==> src/core/tct_pkg.sv <==
// Port map, control word layout and timing constants of the interval timer
package tct_pkg;
  // Byte-wide I/O ports
  localparam logic [7:0] CNT0_ADDR = 8'h40;
  localparam logic [7:0] CNT1_ADDR = 8'h41;
  localparam logic [7:0] CNT2_ADDR = 8'h42;
  localparam logic [7:0] CTRL_ADDR = 8'h43;
  localparam int         NUM_CHAN  = 3;

  // Control word fields
  localparam int CW_SEL_LO  = 6;
  localparam int CW_RW_LO   = 4;
  localparam int CW_MODE_LO = 1;
  localparam int CW_BCD     = 0;
  localparam int RB_COUNT_N  = 5;
  localparam int RB_STATUS_N = 4;
  localparam int RB_SEL_LO   = 1;

  localparam logic [1:0] SEL_READBACK = 2'h3;
  localparam logic [1:0] RW_LATCH     = 2'h0;
  localparam logic [1:0] RW_LSB       = 2'h1;
  localparam logic [1:0] RW_MSB       = 2'h2;
  localparam logic [1:0] RW_BOTH      = 2'h3;

  // Counting modes
  localparam logic [2:0] MODE0 = 3'h0;
  localparam logic [2:0] MODE1 = 3'h1;
  localparam logic [2:0] MODE2 = 3'h2;
  localparam logic [2:0] MODE3 = 3'h3;
  localparam logic [2:0] MODE4 = 3'h4;
  localparam logic [2:0] MODE5 = 3'h5;
  localparam logic [2:0] MODE_23_KEEP = 3'h3;

  // Stored control: {rw, mode, bcd}
  localparam logic [5:0] CTRL_RESET = 6'h10;

  // Counting tick derived from core clock
  localparam int CLK_FREQ_KHZ  = 50000;
  localparam int TICK_FREQ_KHZ = 1000;
  localparam int TICK_DIV      = CLK_FREQ_KHZ / TICK_FREQ_KHZ;

  typedef enum logic {PHASE_LOW, PHASE_HIGH} tct_phase_t;
endpackage : tct_pkg

==> src/core/tct_chan_if.sv <==
// Signals between the port decoder and one counter channel
`timescale 1ns/1ps
interface tct_chan_if;
  logic        ctrlWr;
  logic        latchCmd;
  logic        rbCount;
  logic        rbStatus;
  logic        dataWr;
  logic        dataRd;
  logic [7:0]  ioByte;
  logic        tick;
  logic        gate;
  logic [7:0]  rdByte;
  logic [7:0]  statusByte;
  logic [15:0] liveCount;
  logic [15:0] latchCount;
  logic        latchHeld;
  logic        out;

  modport host (
    output ctrlWr, latchCmd, rbCount, rbStatus, dataWr, dataRd, ioByte, tick, gate,
    input  rdByte, statusByte, liveCount, latchCount, latchHeld, out
  );
  modport chan (
    input  ctrlWr, latchCmd, rbCount, rbStatus, dataWr, dataRd, ioByte, tick, gate,
    output rdByte, statusByte, liveCount, latchCount, latchHeld, out
  );
endinterface : tct_chan_if

==> src/core/tct_counter.sv <==
// One counter channel: control, count, latch and byte sequencing
`timescale 1ns/1ps
module tct_counter (
  // Clock and reset
  input  logic   core_clk,
  input  logic   rst,
  // Decoder side
  tct_chan_if.chan bus
);
  logic [5:0]  ctrl,      next_ctrl;
  logic [15:0] count,     next_count;
  logic [15:0] reload,    next_reload;
  logic [15:0] latchVal,  next_latchVal;
  logic [7:0]  statusVal, next_statusVal;
  logic [7:0]  wrLow,     next_wrLow;
  logic        latchHeld, next_latchHeld;
  logic        statHeld,  next_statHeld;
  logic        loadPend,  next_loadPend;
  logic        armed,     next_armed;
  logic        running,   next_running;
  logic        nullCount, next_nullCount;
  logic        outLvl,    next_outLvl;
  logic        gateLast,  next_gateLast;
  logic        trigPend,  next_trigPend;
  tct_pkg::tct_phase_t wrPhase, next_wrPhase;
  tct_pkg::tct_phase_t rdPhase, next_rdPhase;
  logic [1:0]  rwMode;
  logic [2:0]  mode;
  logic        gated;
  logic        trigger;
  logic        loadEvent;
  logic        wrDone;
  logic [15:0] src;

  function automatic logic [15:0] decCount(input logic [15:0] v, input logic bcd);
    logic [15:0] r;
    logic        borrow;
    r = v - 16'h0001;
    borrow = 1'b1;
    if (bcd) begin
      r = v;
      for (int d = 0; d < 4; d++) begin
        if (borrow) begin
          if (v[4*d +: 4] == 4'h0) begin
            r[4*d +: 4] = 4'h9;
          end else begin
            r[4*d +: 4] = v[4*d +: 4] - 4'h1;
            borrow = 1'b0;
          end
        end
      end
    end
    return r;
  endfunction : decCount

  assign rwMode = ctrl[5:4];
  assign mode   = ctrl[3:1];
  assign gated  = (mode == tct_pkg::MODE1) || (mode == tct_pkg::MODE5);
  assign src    = latchHeld ? latchVal : count;

  always_comb begin
    next_ctrl = ctrl;         next_count = count;       next_reload = reload;
    next_latchVal = latchVal; next_statusVal = statusVal;
    next_wrLow = wrLow;       next_latchHeld = latchHeld; next_statHeld = statHeld;
    next_loadPend = loadPend; next_armed = armed;       next_running = running;
    next_nullCount = nullCount; next_outLvl = outLvl;   next_wrPhase = wrPhase;
    next_rdPhase = rdPhase;
    trigger       = bus.gate && !gateLast;
    next_gateLast = bus.gate;
    next_trigPend = trigPend || trigger;
    wrDone        = 1'b0;
    loadEvent     = 1'b0;
    if (bus.ctrlWr) begin
      // Modes 2 and 3 ignore the top mode bit
      next_ctrl = {bus.ioByte[5:4],
                   bus.ioByte[2] ? (bus.ioByte[3:1] & tct_pkg::MODE_23_KEEP) : bus.ioByte[3:1],
                   bus.ioByte[tct_pkg::CW_BCD]};
      next_wrPhase = tct_pkg::PHASE_LOW;
      next_rdPhase = tct_pkg::PHASE_LOW;
      next_loadPend = 1'b0;
      next_armed = 1'b0;
      next_running = 1'b0;
      next_nullCount = 1'b1;
      next_latchHeld = 1'b0;
      next_statHeld = 1'b0;
      next_outLvl = (bus.ioByte[3:1] != tct_pkg::MODE0);
    end else begin
      if (bus.dataWr) begin
        case (rwMode)
          tct_pkg::RW_LSB: begin
            next_reload = {8'h00, bus.ioByte};
            wrDone = 1'b1;
          end
          tct_pkg::RW_MSB: begin
            next_reload = {bus.ioByte, 8'h00};
            wrDone = 1'b1;
          end
          default: begin
            if (wrPhase == tct_pkg::PHASE_LOW) begin
              next_wrLow = bus.ioByte;
              next_wrPhase = tct_pkg::PHASE_HIGH;
            end else begin
              next_reload = {bus.ioByte, wrLow};
              next_wrPhase = tct_pkg::PHASE_LOW;
              wrDone = 1'b1;
            end
          end
        endcase
        if (wrDone) begin
          next_loadPend = 1'b1;
          next_armed = 1'b1;
          next_nullCount = 1'b1;
        end
      end
      if (bus.tick) begin
        next_trigPend = 1'b0;
        loadEvent = gated ? ((trigPend || trigger) && armed) : loadPend;
        if (loadEvent) begin
          next_count = reload;
          next_running = 1'b1;
          next_loadPend = 1'b0;
          next_nullCount = 1'b0;
          next_outLvl = !((mode == tct_pkg::MODE0) || (mode == tct_pkg::MODE1));
        end else if (running && (gated || bus.gate)) begin
          // Binary or BCD step, chosen by the count type bit
          next_count = decCount(count, ctrl[tct_pkg::CW_BCD]);
          case (mode)
            tct_pkg::MODE0, tct_pkg::MODE1: begin
              if (count == 16'h0001) next_outLvl = 1'b1;
            end
            tct_pkg::MODE2: begin
              if (count == 16'h0002) next_outLvl = 1'b0;
              if (count == 16'h0001) begin
                next_count = reload;
                next_outLvl = 1'b1;
              end
            end
            tct_pkg::MODE3: begin
              next_count = decCount(decCount(count, ctrl[0]), ctrl[0]);
              if (count <= 16'h0002) begin
                next_count = reload;
                next_outLvl = !outLvl;
              end
            end
            default: begin
              next_outLvl = (count != 16'h0001);
            end
          endcase
        end
      end
      // Snapshot while the counter keeps running
      if ((bus.latchCmd || bus.rbCount) && !latchHeld) begin
        next_latchVal = count;
        next_latchHeld = 1'b1;
      end
      if (bus.rbStatus && !statHeld) begin
        next_statusVal = bus.statusByte;
        next_statHeld = 1'b1;
      end
      if (bus.dataRd) begin
        if (statHeld) begin
          next_statHeld = 1'b0;
        end else if ((rwMode == tct_pkg::RW_BOTH) && (rdPhase == tct_pkg::PHASE_LOW)) begin
          next_rdPhase = tct_pkg::PHASE_HIGH;
        end else begin
          next_rdPhase = tct_pkg::PHASE_LOW;
          next_latchHeld = 1'b0;
        end
      end
    end
  end

  always_ff @(posedge core_clk) begin
    if (rst) begin
      ctrl <= tct_pkg::CTRL_RESET; count <= 16'h0000; reload <= 16'h0000;
      latchVal <= 16'h0000; statusVal <= 8'h00; wrLow <= 8'h00;
      latchHeld <= 1'b0; statHeld <= 1'b0; loadPend <= 1'b0; armed <= 1'b0;
      running <= 1'b0; nullCount <= 1'b1; outLvl <= 1'b0; gateLast <= 1'b0;
      trigPend <= 1'b0; wrPhase <= tct_pkg::PHASE_LOW; rdPhase <= tct_pkg::PHASE_LOW;
    end else begin
      ctrl <= next_ctrl; count <= next_count; reload <= next_reload;
      latchVal <= next_latchVal; statusVal <= next_statusVal; wrLow <= next_wrLow;
      latchHeld <= next_latchHeld; statHeld <= next_statHeld; loadPend <= next_loadPend;
      armed <= next_armed; running <= next_running; nullCount <= next_nullCount;
      outLvl <= next_outLvl; gateLast <= next_gateLast; trigPend <= next_trigPend;
      wrPhase <= next_wrPhase; rdPhase <= next_rdPhase;
    end
  end

  // Status first, then the latched or live count in programmed byte order
  assign bus.rdByte = statHeld ? statusVal :
                      ((rwMode == tct_pkg::RW_MSB) ||
                       ((rwMode == tct_pkg::RW_BOTH) && (rdPhase == tct_pkg::PHASE_HIGH)))
                      ? src[15:8] : src[7:0];
  assign bus.statusByte = {outLvl, nullCount, ctrl};
  assign bus.liveCount  = count;
  assign bus.latchCount = latchVal;
  assign bus.latchHeld  = latchHeld;
  assign bus.out        = outLvl;
endmodule : tct_counter

==> src/core/tct_timer_ports.sv <==
// Three-channel interval timer behind four byte-wide I/O ports
// What this block does
// - Ports 40h, 41h and 42h read and write the count of counters zero, one and two.
// - Port 43h takes the control word on write and gives no stored value on read.
// - Control bits 7:4 pick the counter and command; 00 in bits 5:4 latches, 11 in 7:6 is read-back.
// - Bits 5:4 set count access to low byte only, high byte only, or low then high.
// - Bits 3:1 set the counting mode, with the top bit ignored for modes two and three.
// - Bit 0 selects binary or binary coded decimal counting.
`timescale 1ns/1ps
module tct_timer_ports #(
  parameter int TICK_DIV = tct_pkg::TICK_DIV
) (
  // Clock and reset
  input  logic       core_clk,
  input  logic       rst,
  // Host I/O port access
  input  logic [7:0] ioAddr,
  input  logic       ioWr,
  input  logic       ioRd,
  input  logic [7:0] ioWrData,
  output logic [7:0] ioRdData,
  output logic       ioRdValid,
  // Counter pins
  input  logic [2:0] gatePin,
  output logic [2:0] timerOut
);
  localparam int N     = tct_pkg::NUM_CHAN;
  localparam int DIV_W = $clog2(TICK_DIV);

  logic [DIV_W-1:0] divCnt, next_divCnt;
  logic             tick,   next_tick;
  logic [N-1:0]     gateS1, gateS2, gateS3, gateLvl, next_gateLvl;
  logic [7:0]       next_rdData;
  logic             next_rdValid;
  logic [N-1:0]     next_timerOut;
  logic             isCtrlWr;
  logic [1:0]       selField;
  logic [1:0]       rwField;
  logic [7:0]       chanRd     [N];
  logic [7:0]       chanStatus [N];
  logic [15:0]      chanLive   [N];
  logic [15:0]      chanLatch  [N];
  logic [N-1:0]     chanHeld;
  logic [N-1:0]     chanOut;

  // Counting rate as a one-cycle enable
  always_comb begin
    next_tick = 1'b0;
    next_divCnt = divCnt + 1'b1;
    if (divCnt == DIV_W'(TICK_DIV - 1)) begin
      next_divCnt = '0;
      next_tick = 1'b1;
    end
  end

  always_ff @(posedge core_clk) begin
    if (rst) begin
      divCnt <= '0;
      tick <= 1'b0;
    end else begin
      divCnt <= next_divCnt;
      tick <= next_tick;
    end
  end

  // Gate pins: a change counts once stages two and three agree
  always_comb begin
    next_gateLvl = gateLvl;
    for (int k = 0; k < N; k++) begin
      if (gateS2[k] == gateS3[k]) next_gateLvl[k] = gateS3[k];
    end
  end

  always_ff @(posedge core_clk) begin
    if (rst) begin
      gateS1 <= '0;
      gateS2 <= '0;
      gateS3 <= '0;
      gateLvl <= '0;
    end else begin
      gateS1 <= gatePin;
      gateS2 <= gateS1;
      gateS3 <= gateS2;
      gateLvl <= next_gateLvl;
    end
  end

  assign isCtrlWr = ioWr && (ioAddr == tct_pkg::CTRL_ADDR);
  assign selField = ioWrData[tct_pkg::CW_SEL_LO +: 2];
  assign rwField  = ioWrData[tct_pkg::CW_RW_LO +: 2];

  for (genvar i = 0; i < N; i++) begin : gen_chan
    tct_chan_if chanBus ();
    // Read-back selects by bit, the other commands by counter number
    assign chanBus.ctrlWr   = isCtrlWr && (selField == 2'(i)) &&
                              (rwField != tct_pkg::RW_LATCH);
    assign chanBus.latchCmd = isCtrlWr && (selField == 2'(i)) &&
                              (rwField == tct_pkg::RW_LATCH);
    assign chanBus.rbCount  = isCtrlWr && (selField == tct_pkg::SEL_READBACK) &&
                              !ioWrData[tct_pkg::RB_COUNT_N] &&
                              ioWrData[tct_pkg::RB_SEL_LO + i];
    assign chanBus.rbStatus = isCtrlWr && (selField == tct_pkg::SEL_READBACK) &&
                              !ioWrData[tct_pkg::RB_STATUS_N] &&
                              ioWrData[tct_pkg::RB_SEL_LO + i];
    assign chanBus.dataWr   = ioWr && (ioAddr == tct_pkg::CNT0_ADDR + 8'(i));
    assign chanBus.dataRd   = ioRd && (ioAddr == tct_pkg::CNT0_ADDR + 8'(i));
    assign chanBus.ioByte   = ioWrData;
    assign chanBus.tick     = tick;
    assign chanBus.gate     = gateLvl[i];
    assign chanRd[i]        = chanBus.rdByte;
    assign chanStatus[i]    = chanBus.statusByte;
    assign chanLive[i]      = chanBus.liveCount;
    assign chanLatch[i]     = chanBus.latchCount;
    assign chanHeld[i]      = chanBus.latchHeld;
    assign chanOut[i]       = chanBus.out;

    tct_counter u_counter (
      .core_clk (core_clk),
      .rst      (rst),
      .bus      (chanBus.chan)
    );
  end

  // Read answer one cycle after the strobe; foreign ports get no answer
  always_comb begin
    next_rdData = 8'h00;
    next_rdValid = 1'b0;
    next_timerOut = chanOut;
    if (ioRd) begin
      for (int k = 0; k < N; k++) begin
        if (ioAddr == tct_pkg::CNT0_ADDR + 8'(k)) begin
          next_rdData = chanRd[k];
          next_rdValid = 1'b1;
        end
      end
      if (ioAddr == tct_pkg::CTRL_ADDR) next_rdValid = 1'b1;
    end
  end

  always_ff @(posedge core_clk) begin
    if (rst) begin
      ioRdData <= 8'h00;
      ioRdValid <= 1'b0;
      timerOut <= '0;
    end else begin
      ioRdData <= next_rdData;
      ioRdValid <= next_rdValid;
      timerOut <= next_timerOut;
    end
  end
endmodule : tct_timer_ports

==> config.mk <==
export PLATFORM = sky130hd
export DESIGN_NAME = tct_timer_ports
export DESIGN_NICKNAME = d
export VERILOG_FILES = /design/src/core/tct_pkg.sv /design/src/core/tct_chan_if.sv /design/src/core/tct_counter.sv /design/src/core/tct_timer_ports.sv
export SDC_FILE = /design/constraint.sdc
export NUM_CORES = 1
export LEC_CHECK = 0
export ABC_AREA = 1
export BUFFER_PORTS_ARGS = -buffer_cell sky130_fd_sc_hd__buf_2
export CORE_ASPECT_RATIO = 0.7
export CORE_UTILIZATION = 45
export CTS_CLUSTER_DIAMETER = 40
export DETAILED_ROUTE_END_ITERATION = 8
export PLACE_DENSITY = 0.72
export SYNTH_ARGS = -nofsm -noshare
export SYNTH_HDL_FRONTEND = slang
export SYNTH_SLANG_ARGS = --single-unit
==> constraint.sdc <==
create_clock -name core_clk -period 2.4 [get_ports core_clk]
set_input_delay 0.6 -clock core_clk [delete_from_list [all_inputs] [get_ports core_clk]]
set_output_delay 0.6 -clock core_clk [all_outputs]
set_load 0.1 [all_outputs]
# Yosys cells after proc, flatten, opt, wreduce, memory -nomap -nowiden
# Index checks and enable logic that the tools add are counted.
# Widths: inputs -> output; s select.
[totals] ff_bits=274 inputBits=23 out_inout_bits=12
[classes] order_cmp=3 bitwise_logic=16 n_eq_ne=50 n_mux=399 addsub=31 n_reduce_logical=165
[ops] cell="$mux 16" n=42
[ops] cell="$mux 1" n=287
[ops] cell="$mux 4" n=51
[ops] cell="$pmux 16 s2" n=6
[ops] cell="$logic_not 4->1" n=24
[ops] cell="$sub 16x1->16 const B" n=6
[ops] cell="$sub 4x1->4 const B" n=24
[ops] cell="$mux 8" n=9
[ops] cell="$eq 16x1->1 const B" n=3
[ops] cell="$eq 16x2->1 const B" n=3
[ops] cell="$le 16x2->1 const B" n=3
[ops] cell="$ne 16x1->1 const B" n=3
[ops] cell="$logic_and 1x1->1" n=46
[ops] cell="$reduce_and 2->1" n=18
[ops] cell="$eq 8x7->1 const B" n=4
[ops] cell="$ne 4x2->1 const B" n=6
[ops] cell="$reduce_or 2->1" n=11
[ops] cell="$reduce_bool 3->1" n=7
[ops] cell="$eq 3x2->1 const B" n=6
[ops] cell="$logic_or 1x1->1" n=18
[ops] cell="$reduce_and 3->1" n=6
[ops] cell="$logic_not 1->1" n=17
[ops] cell="$eq 2x2->1 const B" n=8
[ops] cell="$not 1->1" n=16
[ops] cell="other kinds (14)" n=40

# Depth between registers and ports, before layout
# Gate-level depths: netlist of the first run.
[depth] depth_word=57 ltp_mapped=21 mapped_depth_nobuf=21

# Hierarchy
# A second synthesis of the first run with hierarchy kept.
[hier_totals] cells_unflattened=2766 hier_area_um2=17763.3
[by_module_without_submodules] mod="tct_counter (gen_chan[0].u_counter)" cells_per_inst=842 area_per_inst_um2=5441.5 instances=1
[by_module_without_submodules] mod="tct_counter (gen_chan[1].u_counter)" cells_per_inst=853 area_per_inst_um2=5395.2 instances=1
[by_module_without_submodules] mod="tct_counter (gen_chan[2].u_counter)" cells_per_inst=850 area_per_inst_um2=5381.4 instances=1
[by_module_without_submodules] mod="tct_timer_ports" cells_per_inst=221 area_per_inst_um2=1545.2 instances=1

# Least setup slack after synthesis of the first run
# OpenSTA, ideal clock, no wires.
[synth_path] kind="reg2reg" startpoint="register gen_chan[0].u_counter.count[0]" endpoint="register gen_chan[0].u_counter.count[11]" setup_ns=0.132 t_arrival_ns=2.254 path_stages_with_launch=15 period_less_slack_ns=2.386 path_slack_ns=0.014 path_buffers=0 cell_sequence="dfxtp_1 > inv_1 > ha_1 > xor2_1 > nor3_2 > nand3_1 > or2_4 > nor2_4 > inv_2 > o21ai_2 > nand3_1 > nand2_1 > o21ai_1 > nand2_1 > a21oi_2"
[synth_between] elab_chain_cells=30 elab_cells_between_ends=68
[synth_lines] element="start: declaration" line_no="tct_counter.sv:11" source="logic [15:0] count, next_count;"
[synth_lines] element="start signal: assignment" line_no="tct_counter.sv:181" source="ctrl <= next_ctrl; count <= next_count; reload <= next_reload;"
[synth_lines] element="branches (longest 27 deep; another with $logic_not 4->1)"
[synth_lines] element="$pmux 16 s2 (*)" line_no="tct_counter.sv:127" source="case (mode)"
[synth_lines] element="$mux 16 (*)" line_no="tct_counter.sv:124" source="end else if (running && (gated || bus.gate)) begin"
[synth_lines] element="$mux 16 (*)" line_no="tct_counter.sv:118" source="if (loadEvent) begin"
# Mark *: on every way between the ends. The select of a mux whose other input is x is not followed.
# A chain may end at the register's enable or synchronous reset.

# Worst setup path after layout of the first run
[layout_path] startpoint="register gen_chan[1].u_counter.count[6]" endpoint="register gen_chan[1].u_counter.count[15]"
[layout_between] elab_chain_cells=31 elab_cells_between_ends=73
[layout_lines] element="start: declaration" line_no="tct_counter.sv:11"
[layout_lines] element="start signal: assignment" line_no="tct_counter.sv:181"
[layout_lines] element="branches (longest 28 deep; another with $logic_not 4->1)"
[layout_lines] element="$pmux 16 s2 (*)" line_no="tct_counter.sv:127"
[layout_lines] element="$mux 16 (*)" line_no="tct_counter.sv:124"
[layout_lines] element="$mux 16 (*)" line_no="tct_counter.sv:118"
# Marks and branches as above.

==> impl_metrics.toml, run 1 <==
[setup_path]
cp_max_fo = 8
worst_path_dominant_cell_family = "simple AND/OR/NAND/NOR gates"
cp_common_cell = "nand2_1"
end_kind = "flip-flop"
slowest_delay_ns = 0.36
start_kind = "flip-flop"
cp_num_buf_inv = 1
worstPathArrival_ns = 2.86
cp.required_ns = 2.79
path_cells = "nor2_1, nand2_4, nor2_4, nand2_2, inv_2, nand2_1, o21ai_1, nand2_1, nand2_2, nand2_1, nor2_1, nand3_1, nand3_1, nand3_2, nand2_1, nand2_1, nand2_1, a21oi_1"
critical_path_class = "flip-flop to flip-flop"
cp_slowest_cell = "dfxtp_1"

[sta]
fin_ws_ns = -0.0656
max-slew-margin-rel = 0.425
fin_skew_ns = 0.0241
setup_viol = 2
worst_pin_slew_ns = 0.862
fin_crit_sh = 1.03
hold-worst-slack_ns = 0.265
rsz0062_at_grt = "yes"
final.min_clock_period_ns = 2.47
hold_violations = 0
max_freq_ghz = 0.406
slew_viol_final = 0

[cells_and_area]
utilization = 0.598
layout-drive-gt1-share = 0.261
fill_cells = 3296
fin_cells = 3403
final_nets = 2938
area_delta_synth_final_pct = 31.2

[place]
dpl.cell_count = 3288
hpwl_um = 45700
pre_cts_slack_ns = -0.316
io_buffer_count = 34
place_congestion = 0.965

[floorplan]
start_util = 0.456
core-area_um2 = 37100
die_h_um = 164
die_w_um = 234
die-area_um2 = 38400
rows = 59
ios = 35

[pwr]
p_int_uw = 7490
clockPowerShare = 0.507
power.total_uw = 9880
p_seq_frac = 0.462
p_leak_uw = 0.00961
ir_worst_vdd_mv = 0.535
powerDensity_nw_per_um2 = 445
pwr-share-comb = 0.031
swShare = 0.242
p_sw_uw = 2390

[synthesis]
synth-seq-cells = 274
yosysMostFrequentCell = "nand2_1"
synth_edf_count = 0
synth_cells = 2568
yosys_warnings = 0
synthTopCellsByArea = "dfxtp_1 (32%), nand2_1 (12%), o21ai_0 (7.1%)"
async_flop_share = 0
yosysSeqAreaShare = 0.324
synth_cell_types = 61
synth_ff_type = "dfxtp_1"
synthTopCellsByCount = "nand2_1 (529), nor2_1 (282), inv_1 (280)"
synth.top_cell.area_share = 0.324
synth_fp_nets = 2616
synth_area_leader_cell = "dfxtp_1"
syn_area_um2 = 16900
syn_avg_cell_area_um2 = 6.59

[clock_network]
cts_hold_buf = 0
clockBufferDepth = 3
numCtsBuffers = 34
clk_pin_slew_worst_paths_ns = 0.06
clock_latency_ns = 0.54
cts.sinks = 274
cts_root_buf = "clkbuf_16"
cts_tree = "yes"
ctsHtreeMaxLevel = 2

[drt]
drt-vias-per-instance = 5.76
drc = 0
finalWirelength_um = 60700
vias = 19600
wl_per_cell_um = 17.8
ant_nets = 0
first_pass_iters = 6
dr.first_iter.drc_count = 2623

[outcome]
violations = "setup timing"
status = "finished with violations"

[global_route]
overflow = 0
grt_pass1_vias = 17300
antenna_found_initial = 1
grt_max_degree = 66
grt_pass1_wl_um = 92300
grt_usage = 0.303

[min_path]
hold_path_class = "input pin to flip-flop"

[flow_run]
cap_viol_max_count = 0
## cells in the final DEF, fill, tap and decap left out, drive strengths merged, types with 17 or more instances in the layout
master,count
a211oi,76
a21oi,179
a221oi,32
a31oi,32
buf,380
clkbuf,42
clkinv,17
dfxtp,274
ha,25
inv,309
nand2,561
nand3,193
nand4,31
nor2,317
nor3,20
o211ai,30
o21ai,271
o22ai,25
o32ai,18
xor2,18
## kinds of logic after synthesis
| kind of cell | Yosys count | synth area share |
|---|---|---|
| AND/OR/NAND/NOR | 1135 | 0.300 |
| adder cells (fa/ha/maj) | 25 | 0.0185 |
| flip-flops | 274 | 0.324 |
| XOR/XNOR | 20 | 0.0130 |
| buffers and inverters | 408 | 0.0924 |
| AO/OA/AOI/OAI | 706 | 0.252 |
## worst reg2reg max path, cell delays in order (launching register included)
cell and delay, ns:
dfxtp_1 0.36, nor2_1 0.28, nand2_4 0.14, nor2_4 0.24, nand2_2 0.13, inv_2 0.10, nand2_1 0.05, o21ai_1 0.07
nand2_1 0.12, nand2_2 0.16, nand2_1 0.07, nor2_1 0.09, nand3_1 0.10, nand3_1 0.10, nand3_2 0.08, nand2_1 0.06
nand2_1 0.04, nand2_1 0.08, a21oi_1 0.06
## flip-flops by register name (all words and copies together) (netlist names), 6 cells and up
signal / flops
gen_chan.u_counter.bus.latchCount: 48
gen_chan.u_counter.bus.liveCount: 48
gen_chan.u_counter.reload: 48
gen_chan.u_counter.statusVal: 24
gen_chan.u_counter.wrLow: 24
gen_chan.u_counter.ctrl: 18
ioRdData: 8
divCnt: 6
## power groups by stage
stage | Clock (µW) | Sequential, µW | Combinational [µW]
after floorplan | 0 | 4670 | 140
after global placement | 0 | 4670 | 290
after detailed placement | 0 | 4670 | 294
after CTS | 5050 | 4570 | 295
after global routing | 5260 | 4560 | 324
final | 5010 | 4560 | 310
## stage by stage
step / area (µm²) / setup TNS, ns
2_1_floorplan: 16900 / 0
3_3_place_gp: 19600 / -23.14
3_5_place_dp: 19600 / -27.05
4_1_cts: 20900 / 0
5_1_grt: 22200 / -1.07
6_report: 22200 / -0.116
## metal layers
metal	global-route usage	routed length (µm)	share of wire
met2	0.450	25900	0.43
met5	0	0	0
met3	0.0517	5860	0.096
met4	0.103	1990	0.033
met1	0.440	27000	0.44
## repair_timing
action                     4_1_cts  5_1_grt
pin swaps                       17      105
hold endpoints to repair         0        0
buffers inserted                13       40
gates cloned                     0        1
gates resized for setup         32      282
setup endpoints to repair       29       46
## final cells by class
cell class,instances,area (µm²),area share
Antenna cell,1,2.50,0.000113
Clock buffer,42,901,0.0406
Clock inverter,18,180,0.00812
Inverter,313,1200,0.0540
Multi-Input combinational cell,1886,10800,0.487
Sequential cell,274,5510,0.248
Tap cell,488,611,0.0275
Timing Repair Buffer,380,2990,0.134
Timing Repair inverter,1,5.00,0.000225
## final timing paths
kind	startpoint	to	slack, ns	depth (start not counted)
worst max-delay path	gen_chan[1].u_counter.bus.liveCount[6]	gen_chan[1].u_counter.bus.liveCount[15]	-0.07	18
worst min-delay path	gatePin[2]	gateS1[2]	0.26	3
worst max register to register	gen_chan[1].u_counter.bus.liveCount[6]	gen_chan[1].u_counter.bus.liveCount[15]	-0.07	18
worst min register to register	gateS1[2]	gateS2[2]	0.40	2
(Power assumes the default switching activity.)
==> inputs of run 2 (changes only) <==
--- a/config.mk
+++ b/config.mk
@@ -8,10 +8,11 @@
 export ABC_AREA = 1
 export BUFFER_PORTS_ARGS = -buffer_cell sky130_fd_sc_hd__buf_2
 export CORE_ASPECT_RATIO = 0.7
-export CORE_UTILIZATION = 45
+export CORE_UTILIZATION = 38
 export CTS_CLUSTER_DIAMETER = 40
 export DETAILED_ROUTE_END_ITERATION = 8
-export PLACE_DENSITY = 0.72
+export PLACE_DENSITY = 0.64
+export RECOVER_POWER = 25
 export SYNTH_ARGS = -nofsm -noshare
 export SYNTH_HDL_FRONTEND = slang
 export SYNTH_SLANG_ARGS = --single-unit
==> impl_metrics.toml, run 2 (synthesis gave the netlist of run 1 again) <==
[outcome]
status = "finished with violations"
violations = "setup timing"

[cells_and_area]
fill_cells = 4278
layout_common_cells = "nand2_1 (474), buf_4 (363), inv_1 (266), dfxtp_1 (258), nor2_1 (248)"
final_common_cell = "nand2_1"
area_delta_synth_final_pct = 33.3
layout-drive-gt1-share = 0.262
final_nets = 2976

[setup_path]
slowest_delay_ns = 0.36
cp_num_buf_inv = 1
start_kind = "flip-flop"
worst_path_dominant_cell_family = "simple AND/OR/NAND/NOR gates"
end_kind = "flip-flop"
cp_slowest_cell = "dfxtp_4"
path_cells = "nor2_4, nand2_2, o21ai_1, nand3_2, nand2_4, nand2_4, nor2_4, nand2_2, buf_4, nor3_4, nor2_1, o21ai_1, nand3_1, nand2_1, nand2_2, a21oi_1"
critical_path_class = "flip-flop to flip-flop"
worstPathArrival_ns = 2.88
cp.required_ns = 2.85
cp_max_fo = 5
cp_common_cell = "nand2_2"

[pwr]
p_sw_uw = 2600
p_int_uw = 8030
swShare = 0.244
pwr-share-comb = 0.030
clockPowerShare = 0.540
powerDensity_nw_per_um2 = 471
ir_worst_vdd_mv = 0.547
p_leak_uw = 0.00977
p_seq_frac = 0.430

[global_route]
grt_pass1_vias = 17900
grt_pass1_wl_um = 98700
overflow = 0
grt_usage = 0.276
antenna_found_initial = 2
grt_max_degree = 98

[floorplan]
ios = 35
die-area_um2 = 45400
core-area_um2 = 43800
die_w_um = 254
rows = 64
die_h_um = 179
start_util = 0.386

[clock_network]
ctsHtreeMaxLevel = 2
cts.sinks = 274
numCtsBuffers = 37
cts_hold_buf = 0
clockBufferDepth = 3
clk_pin_slew_worst_paths_ns = 0.06
cts_tree = "yes"
cts_root_buf = "clkbuf_16"
clock_latency_ns = 0.55

[drt]
drt-vias-per-instance = 5.53
ant_nets = 0
dr.first_iter.drc_count = 2147
finalWirelength_um = 64100
wl_per_cell_um = 18.0
drc = 0
vias = 19600
first_pass_iters = 5

[place]
place_congestion = 0.981
hpwl_um = 48800
pre_cts_slack_ns = -0.302
io_buffer_count = 34

[sta]
hold_violations = 0
slew_viol_final = 0
fin_ws_ns = -0.0266
max_freq_ghz = 0.412
fin_crit_sh = 1.01
fin_tns_setup_ns = -0.0344
max-slew-margin-rel = 0.0744
setup_viol = 2
fin_skew_ns = 0.0312
worst_pin_slew_ns = 1.39
final.min_clock_period_ns = 2.43
rsz0062_at_grt = "yes"

[min_path]
hold_path_class = "input pin to flip-flop"

[flow_run]
cap_viol_max_count = 0
[run 2: path summary, 6_finish.rpt]
path | from | endpoint | slack [ns] | cells past startpoint
worst min register to register | gateS1[0] | gateS2[0] | 0.40 | 2
worst max-delay path | gen_chan[2].u_counter.bus.liveCount[2] | gen_chan[2].u_counter.bus.liveCount[10] | -0.03 | 16
worst max register to register | gen_chan[2].u_counter.bus.liveCount[2] | gen_chan[2].u_counter.bus.liveCount[10] | -0.03 | 16
worst min-delay path | gatePin[2] | gateS1[2] | 0.24 | 3
[run 2: metal layers]
metal / vias up / track usage / wire [µm]
met5: - / 0 / 0
met4: 0 / 0.0648 / 1250
met3: 98 / 0.0600 / 6410
met2: 828 / 0.406 / 27300
met1: 9220 / 0.404 / 29200
li1: 9499 / - / -
[run 2: what timing repair did]
action | CTS | global route
pin swaps | 10 | 78
buffers inserted | 4 | 37
cloned | 1 | 0
gates resized for setup | 42 | 211
setup endpoints to repair | 31 | 48
[run 2: metrics by stage]
stage,instances,area (µm²),util,power (µW),hold slack (ns)
2_1_floorplan,2568,16900,-,4810,0.388
3_3_place_gp,3442,20100,0.460,4970,0.390
6_report,3552,22600,0.515,10600,0.244
4_1_cts,3514,21600,0.493,10700,0.232
3_5_place_dp,3442,20100,0.460,4970,0.396
5_1_grt,3551,22600,0.515,10900,0.247
[run 2: worst reg2reg max path, stage by stage (launching register included)]
cell and delay, ns:
dfxtp_4 0.36, nor2_4 0.23, nand2_2 0.15, o21ai_1 0.19, nand3_2 0.14, nand2_4 0.14
nand2_4 0.08, nor2_4 0.11, nand2_2 0.06, buf_4 0.15, nor3_4 0.13, nor2_1 0.06
o21ai_1 0.11, nand3_1 0.11, nand2_1 0.09, nand2_2 0.08, a21oi_1 0.15
[run 2: power groups by stage]
stage	registers (µW)	logic, µW	clock network [µW]
6_report	4570	318	5740
5_1_grt	4560	335	6030
4_1_cts	4570	305	5810
3_5_place_dp	4670	304	0
3_3_place_gp	4670	300	0
2_1_floorplan	4670	140	0
[run 2: area by class of cell]
class                      instances  area (µm²)  area share
multi-input combinational       1887       10600       0.472
sequential                       274        5510       0.244
timing repair buffer             415        3190       0.141
inverter                         313        1190      0.0527
clock buffer                      40         947      0.0420
tap                              594         743      0.0329
clock inverter                    27         337      0.0149
antenna                            2        5.00    0.000222
